## src/bridge_legacy_decode_error_ctl_defs.vh

```
// constants for the legacy decode and error control block
`ifndef BRIDGE_LEGACY_DECODE_ERROR_CTL_DEFS_VH
`define BRIDGE_LEGACY_DECODE_ERROR_CTL_DEFS_VH

// bit positions of the control options in the bridge control word
`define CTL_VIDEO_EN_BIT       5'd19
`define CTL_ISA_FILTER_BIT     5'd18
`define CTL_SYSERR_FWD_BIT     5'd17
`define CTL_PARITY_RESP_BIT    5'd16

// reset value of every control option
`define CTL_RESET_VALUE        1'b0

// legacy video memory window
`define VIDEO_MEM_LOW          32'h000a0000
`define VIDEO_MEM_HIGH         32'h000bffff

// legacy video io windows on the low ten address bits
`define VIDEO_IO_A_LOW         10'h3b0
`define VIDEO_IO_A_HIGH        10'h3bb
`define VIDEO_IO_B_LOW         10'h0c0
`define VIDEO_IO_B_HIGH        10'h3df

// upper io address bits that must be zero
`define IO_UPPER_ZERO          16'h0000

// isa alias: block offset below this is the first 256 bytes
`define ISA_ALIAS_LOW_LIMIT    10'h100

`endif

```

## src/bridge_legacy_decode_error_ctl.v

```verilog
// legacy video decode, isa io filter, serr forward and parity response
// What this block does
// - video on: claim upstream memory a0000-bffff
// - video on: claim upstream video io ranges
// - video decode needs io and memory enables
// - video on: never claim video cycles from downstream bus
// - video off: ignore unless window and no filter
// - filter off: forward all io in window
// - filter on: drop upstream isa alias io
// - filter on: forward downstream alias io upstream
// - forward serr only with both enables set
// - parity response off: no perr, no report
// - parity response on: drive perr, set bit
// - address parity serr only with response on
`timescale 1ns/10ps
`default_nettype none
`include "bridge_legacy_decode_error_ctl_defs.vh"

module bridge_legacy_decode_error_ctl (
	// clock and reset
	input  wire        clock_i,
	input  wire        rst_b_i,
	// control option writes
	input  wire        ctl_write_i,
	input  wire [31:0] ctl_wdata_i,
	// upstream command enables
	input  wire        io_space_enable_i,
	input  wire        mem_space_enable_i,
	input  wire        upstream_serr_driver_enable_i,
	// upstream bus decode request
	input  wire        up_valid_i,
	input  wire        up_is_io_i,
	input  wire [31:0] up_addr_i,
	input  wire        up_in_io_window_i,
	// downstream bus decode request
	input  wire        dn_valid_i,
	input  wire        dn_is_io_i,
	input  wire [31:0] dn_addr_i,
	input  wire        dn_in_io_window_i,
	// downstream error events
	input  wire        downstream_system_error_line_i,
	input  wire        dn_data_parity_err_i,
	input  wire        dn_addr_parity_err_i,
	input  wire        dn_parity_report_qualify_i,
	// decode answers
	output wire        up_claim_o,
	output wire        dn_claim_o,
	// error outputs, serr and perr open drain, oe low drives low
	output wire        upstream_system_error_line_o,
	output wire        upstream_system_error_line_oe_b_o,
	output wire        downstream_parity_error_line_o,
	output wire        downstream_parity_error_line_oe_b_o,
	output wire        data_parity_reported_set_o,
	// option readback
	output wire [3:0]  ctl_rdata_o
);

	////////////////////////////////////////////////////////////////////
	// helper functions

	// offset in 1KB block lies in last 768 bytes
	function isa_alias;
		input [31:0] a;
		begin
			isa_alias = (a[9:0] >= `ISA_ALIAS_LOW_LIMIT);
		end
	endfunction

	// address hits the legacy video io ranges
	function video_io_hit;
		input [31:0] a;
		begin
			video_io_hit = (a[31:16] == `IO_UPPER_ZERO) &&
				(((a[9:0] >= `VIDEO_IO_A_LOW) &&
				  (a[9:0] <= `VIDEO_IO_A_HIGH)) ||
				 ((a[9:0] >= `VIDEO_IO_B_LOW) &&
				  (a[9:0] <= `VIDEO_IO_B_HIGH)));
		end
	endfunction

	////////////////////////////////////////////////////////////////////
	// control option bits

	reg video_en;      // legacy video positive decode
	reg legacy_io_filter_enable;
	reg system_error_forward_enable;
	reg downstream_parity_response_enable;

	// options load from the control word and clear on reset
	// a write replaces all four options at once, there is no
	// per-bit mask, so software must write back what it keeps
	always @(posedge clock_i or negedge rst_b_i) begin
		if (!rst_b_i) begin
			video_en                          <= `CTL_RESET_VALUE;
			legacy_io_filter_enable           <= `CTL_RESET_VALUE;
			system_error_forward_enable       <= `CTL_RESET_VALUE;
			downstream_parity_response_enable <= `CTL_RESET_VALUE;
		end else if (ctl_write_i) begin
			video_en                          <= ctl_wdata_i[`CTL_VIDEO_EN_BIT];
			legacy_io_filter_enable           <= ctl_wdata_i[`CTL_ISA_FILTER_BIT];
			system_error_forward_enable       <= ctl_wdata_i[`CTL_SYSERR_FWD_BIT];
			downstream_parity_response_enable <= ctl_wdata_i[`CTL_PARITY_RESP_BIT];
		end
	end

	assign ctl_rdata_o = {video_en, legacy_io_filter_enable,
		system_error_forward_enable, downstream_parity_response_enable};

	////////////////////////////////////////////////////////////////////
	// error pin synchronisers

	reg [1:0] serr_sync_b;  // downstream serr, active low
	reg [2:0] evt_sync0;    // first stage of event inputs
	reg [2:0] evt_sync1;    // second stage of event inputs

	// two flops on every error input from the downstream pins
	// the error pins are asynchronous to this clock, so only the second
	// stage is ever read; this costs two cycles of error latency
	always @(posedge clock_i or negedge rst_b_i) begin
		if (!rst_b_i) begin
			serr_sync_b <= 2'h3;
			evt_sync0   <= 3'h0;
			evt_sync1   <= 3'h0;
		end else begin
			serr_sync_b <= {serr_sync_b[0], downstream_system_error_line_i};
			evt_sync0   <= {dn_data_parity_err_i, dn_addr_parity_err_i,
				dn_parity_report_qualify_i};
			evt_sync1   <= evt_sync0;
		end
	end

	wire dn_serr_seen   = ~serr_sync_b[1];
	wire data_par_err   = evt_sync1[2];
	wire addr_par_err   = evt_sync1[1];
	wire report_qualify = evt_sync1[0];

	////////////////////////////////////////////////////////////////////
	// address decode (combinational handshake answers)

	reg up_claim;  // upstream cycle forwarded downstream
	reg dn_claim;  // downstream cycle forwarded upstream
	reg video_hit; // upstream cycle in legacy video space

	// upstream claim: video decode first, then io window with filter
	// with video decode off, a video range io cycle inside the window
	// passes only while the filter is off; with the filter on it is
	// dropped even where its offset is not an alias
	always @* begin
		video_hit = up_is_io_i ? video_io_hit(up_addr_i) :
			((up_addr_i >= `VIDEO_MEM_LOW) &&
			 (up_addr_i <= `VIDEO_MEM_HIGH));
		up_claim = 1'b0;
		if (video_en && io_space_enable_i && mem_space_enable_i &&
				video_hit) begin
			up_claim = 1'b1;
		end else if (up_is_io_i && up_in_io_window_i) begin
			if (!legacy_io_filter_enable) begin
				up_claim = 1'b1;
			end else if (video_hit) begin
				up_claim = 1'b0;
			end else if (!((up_addr_i[31:16] == `IO_UPPER_ZERO) &&
					isa_alias(up_addr_i))) begin
				up_claim = 1'b1;
			end
		end
		up_claim = up_claim && up_valid_i;
	end

	// downstream claim: alias io goes up under filter, video io never while video_en is set
	// downstream memory cycles are left to the memory window decoder
	// and are never claimed here
	always @* begin
		dn_claim = 1'b0;
		if (dn_valid_i && dn_is_io_i) begin
			if (video_en && video_io_hit(dn_addr_i)) begin
				dn_claim = 1'b0;
			end else if (legacy_io_filter_enable &&
					isa_alias(dn_addr_i)) begin
				dn_claim = 1'b1;
			end else if (!dn_in_io_window_i) begin
				dn_claim = 1'b1;
			end
		end
	end

	assign up_claim_o = up_claim;
	assign dn_claim_o = dn_claim;

	////////////////////////////////////////////////////////////////////
	// error responses

	reg up_serr_drive;   // pull upstream serr low
	reg dn_perr_drive;   // pull downstream perr low
	reg par_report_set;  // level held high to set data parity reported bit

	// serr forward, parity response and address parity report
	// every answer is a level that follows its synchronised cause, so
	// the line is released three cycles after the cause goes away
	always @(posedge clock_i or negedge rst_b_i) begin
		if (!rst_b_i) begin
			up_serr_drive  <= 1'b0;
			dn_perr_drive  <= 1'b0;
			par_report_set <= 1'b0;
		end else begin
			up_serr_drive <= upstream_serr_driver_enable_i &&
				((system_error_forward_enable && dn_serr_seen) ||
				 (downstream_parity_response_enable &&
				  addr_par_err));
			dn_perr_drive <= downstream_parity_response_enable &&
				data_par_err;
			par_report_set <= downstream_parity_response_enable &&
				data_par_err && report_qualify;
		end
	end

	// open drain: the value is always low, only the enable moves
	assign upstream_system_error_line_o        = 1'b0;
	assign upstream_system_error_line_oe_b_o   = ~up_serr_drive;
	assign downstream_parity_error_line_o      = 1'b0;
	assign downstream_parity_error_line_oe_b_o = ~dn_perr_drive;
	assign data_parity_reported_set_o          = par_report_set;

endmodule
`default_nettype wire

```

## config.mk

```make
export PLATFORM = sky130hd
export DESIGN_NAME = bridge_legacy_decode_error_ctl
export DESIGN_NICKNAME = d
export VERILOG_FILES = /design/src/bridge_legacy_decode_error_ctl.v
export VERILOG_INCLUDE_DIRS = /design/src
export SDC_FILE = /design/constraint.sdc
export NUM_CORES = 1
export LEC_CHECK = 0
export BUFFER_PORTS_ARGS = -buffer_cell sky130_fd_sc_hd__buf_2
export CORE_AREA = 2 2 44 66
export DETAILED_ROUTE_END_ITERATION = 7
export DIE_AREA = 0 0 46 68
export PLACE_DENSITY_LB_ADDON = 0.3
export RECOVER_POWER = 25
export SETUP_SLACK_MARGIN = 0.3
export SYNTH_ARGS = -nofsm -noshare
export SYNTH_HDL_FRONTEND = slang
export SYNTH_SLANG_ARGS = --single-unit
```

## constraint.sdc

```tcl
create_clock -name clock_i -period 2.1 [get_ports clock_i]
set_clock_uncertainty 0.15 [all_clocks]
set_input_delay 0.105 -clock clock_i [delete_from_list [all_inputs] [get_ports clock_i]]
set_output_delay 0.105 -clock clock_i [all_outputs]
set_load 0.01 [all_outputs]
```

# Word-level counts from Yosys, hierarchy flattened
# Index checks and enable logic that the tools add are counted.
[word_totals]
in_bits = 112
register_bits = 15
wordCells = 61
[op_classes]
n_lt_le_gt_ge = 12
n_bitwise = 3
mux = 10
n_reduce_logical = 26
[op_table]
columns = ["op", "count"]
rows = [
  ["10-bit less-or-equal comparator (second input constant)", 4],
  ["32-bit by 20-bit >= comparator with 1-bit output (second input constant)", 1],
  ["32-bit by 20-bit less-or-equal comparator with 1-bit output (second input constant)", 1],
  ["16-bit zero test", 2],
  ["1-bit logical AND", 21],
  ["10-bit >= comparator (second input constant)", 2],
  ["10-bit by 8-bit >= comparator with 1-bit output (second input constant)", 2],
  ["10-bit by 9-bit >= comparator with 1-bit output (second input constant)", 2],
  ["1-bit two-way mux", 10],
  ["1-bit logical OR", 3],
  ["1-bit NOT", 3],
]

# Depth between registers and ports, before layout
[depth]
depth_word = 10
mapped_depth = 4
mapped_depth_nobuf = 4

# Least setup slack after synthesis
# Ideal clock, no wire load.
[synth_timing]
path_type = "register to output"
start = "register video_en"
end = "output dn_claim_o"
stages_incl_launch_ff = 5
t_arrival_ns = 0.878
t_required_ns = 1.845
slack_ns = 0.967
path_cell_list = "dfrtp_1 nor4b_1 nand4_1 a21oi_1 a21oi_1"
[synth_between]
elab_chain_cells = 3
[synth_lines]
columns = ["element", "line", "rtl"]
rows = [
  ["start, declared", "bridge_legacy_decode_error_ctl.v:84", "reg video_en;"],
  ["start signal, assigned", "bridge_legacy_decode_error_ctl.v:94", "video_en <= `CTL_RESET_VALUE;"],
  ["start signal, assigned", "bridge_legacy_decode_error_ctl.v:99", "video_en <= ctl_wdata_i[`CTL_VIDEO_EN_BIT];"],
  ["1-bit logical AND", "bridge_legacy_decode_error_ctl.v:175", "if (video_en && video_io_hit(dn_addr_i)) begin"],
  ["1-bit two-way mux", "bridge_legacy_decode_error_ctl.v:175", ""],
  ["1-bit two-way mux", "bridge_legacy_decode_error_ctl.v:174", "if (dn_valid_i && dn_is_io_i) begin"],
  ["end, declared", "bridge_legacy_decode_error_ctl.v:47", "output wire dn_claim_o,"],
]
# No other way between the ends.

# Worst setup path in the final report
# Ends and elaborated chain as after synthesis.

==> flow_summary_export.csv <==
group,metric,value,unit
synth,ys.flop_type,"dfrtp_1",
cts,cts_max_level,1,
pwr,intPower,0.0005236,W
die,die_area,3128,um2
place,gp_congestion,0.6166,
pwr,p_per_area,566.2,nW/um2
layout,syn_to_final_growth,68.13,%
sta,rsz0062_at_grt,"false",
critical_path,cp-start-kind,"flip-flop",
routing,drc,0,
sta,fmax,611.1,MHz
routing,totalWireLength,1.815,mm
routing,first_iter_violations,11,
layout,final_common_cell,"buf_2",
routing,viasPerCell,4.657,
cts,path_clk_slew,60,ps
synth,synthArstFlopShare,1.000,
layout,fillCellCount,263,
cts,clockRootBuffer,"clkbuf_8",
critical_path,path_max_fanout,4,
sta,slew_headroom,0.4882,
global_routing,grt_usage,0.1082,
global_routing,grt_pass1_wl,2.401,mm
pwr,clkPwrFrac,0.331,
routing,wl_per_cell,10.74,um
synth,syn_avg_cell_area,10.93,um2
routing,drtAntennaViolNets,0,
pwr,comb_power_share,0.196,
die,core_area,2590,um2
routing,firstDrtPassIters,4,
die,pin_count,123,
pwr,peakVddDrop,0.0003472,V
synth,synth_area,710.7,um2
die,start_util,0.2744,
global_routing,antenna_found_initial,0,
pwr,p_total,0.0006765,W
sta,setup-tns-final,0,ps
die,die_h,68,um
sta,hold_viol_final,0,
pwr,pwr-share-seq,0.473,
sta,period_needed,1636,ps
cts,cts-buffers-inserted,3,
sta,finalMaxSlewViolations,0,
critical_path,critPathCaptureType,"output port",
sta,worst_slew_pin_slew,767.8,ps
layout,antenna_cells,0,
cts,clkSinkCount,15,
synth,synth_top_area_share,0.4577,
place,port_buffers,70,
pwr,p_switching,0.0001529,W
synth,yosysSeqAreaShare,0.5317,
cts,insertion_delay,240,ps
sta,finalCritPeriodShare,0.7792,
min_path,hold_path.class,"primary input to flip-flop",
critical_path,arrival,1380,ps
layout,layout_common_cells,"69 x buf_2, 13 x dfrtp_1, 10 x dlygate4sd3_1",
pwr,swShare,0.2260,
synth,yosys_warnings,0,
critical_path,critPathRequiredTime,1850,ps
sta,setup_viol,0,
synth,synthTopCellsByArea,"dfrtp_1 46%, dfstp_2 7.4%, buf_4 6.3%",
cts,cts.path.max_buffers,2,
layout,layout.nets,257,
layout,drive_above_1_share,0.5556,
cts,cts_tree,"built",
die,row_count,23,
die,dieWidth,46,um
synth,yosys.area.top_type,"dfrtp_1",
synth,synth_edf_count,0,
synth,ys_seq_elements,15,
global_routing,grt_overflow_total,0,
cts,post_cts_buffers,0,
critical_path,criticalPathCategory,"flip-flop to output port",
global_routing,grt_pass1_vias,660,
synth,synthCells,65,
pwr,power_leakage,0.6074,nW
global_routing,grt_start_max_net_pins,16,
job,drv_cap,0,
run_status,status,"finished clean",
routing,num_vias,787,
place,dp_hpwl,1.571,mm
synth,yosysUniqueCellTypes,25,
[state kept, by name (all words and copies together), names as in the netlist]
register	flops
data_parity_reported_set_o	1
dn_perr_drive	1
downstream_parity_response_enable	1
evt_sync0	3
evt_sync1	3
legacy_io_filter_enable	1
serr_sync_b	2
system_error_forward_enable	1
up_serr_drive	1
video_en	1
[timing repair]
| item | in CTS | in global routing |
|---|---|---|
| hold endpoints to repair | 24 | 0 |
| setup endpoints to repair | 0 | 0 |
| hold buffers | 10 | 0 |
| gates resized for setup | 0 | 0 |
[cell usage after synthesis (all sizes together) (3+ instances only)]
cell type and number:
buf 6, nor3 3, o21ai 3, a21oi 3, nand3 3, mux2 4, dfrtp 13, nor4 4
nor2 4, nand2 5
[layout make-up]
class | instances | area [um2] | share of cell area
timing repair buffer | 80 | 449.2 | 0.3759
sequential | 15 | 377.9 | 0.3162
multi-input combinational | 43 | 284.0 | 0.2377
clock buffer | 4 | 45.04 | 0.03770
tap | 25 | 31.28 | 0.02618
inverter | 2 | 7.507 | 0.006283
[power by group through the flow]
stage	clock network (W)	logic [W]	registers (W)
5_1_grt	0.000247	0.000147	0.000323
2_1_floorplan	0	0.0000514	0.000323
3_5_place_dp	0	0.000120	0.000326
4_1_cts	0.000233	0.000135	0.000321
6_report	0.000224	0.000133	0.000320
3_3_place_gp	0	0.000118	0.000325
[final timing paths]
path	start	endpoint	slack, ps	cells after the start
worst max register to register	serr_sync_b[1]	up_serr_drive	1160	2
worst min-delay path	ctl_write_i	downstream_parity_response_enable	40	2
min in group asynchronous	rst_b_i	evt_sync0[1]	290	2
worst min register to register	evt_sync0[1]	evt_sync1[1]	200	0
max in group asynchronous	rst_b_i	evt_sync0[0]	1030	2
worst max-delay path	video_en	dn_claim_o	460	5
[worst max-delay path, cell delays in order (launching register included)]
cell and delay [ps]:
dfrtp_1 380, nor4b_1 290, nand4_1 120, a21oi_1 140
a21oi_1 80, buf_2 140
[cells by family (layout without fill, tap and decap cells)]
group	Yosys count	in the layout	synth area share
multiplexers	4	4	0.06338
other	1	2	0.005277
AND/OR/NAND/NOR	26	26	0.1972
buffers and inverters	8	86	0.07394
AO/OA/AOI/OAI	11	11	0.1285
flip-flops	15	15	0.5317
[layer usage]
metal  track usage  vias up  routed length, um
met5             0        -                  0
met4       0.05357        0                 18
met3       0.04485        2                289
met2        0.1979       58                844
met1       0.09651      341                662
li1              -      386                  -
[per-stage QoR]
step	util	instance area, um2	hold slack, ps	setup slack (ps)	cells
floorplan	-	714.4	-340.6	966.8	66
global placement	0.4058	1051	-135.5	669.7	155
global route	0.4614	1195	41.22	306.8	169
detailed placement	0.4058	1051	-128.7	697.1	155
finish	0.4614	1195	38.26	463.7	169
CTS	0.4618	1196	36.65	424.0	169
Power figures use the tool's default switching activity.
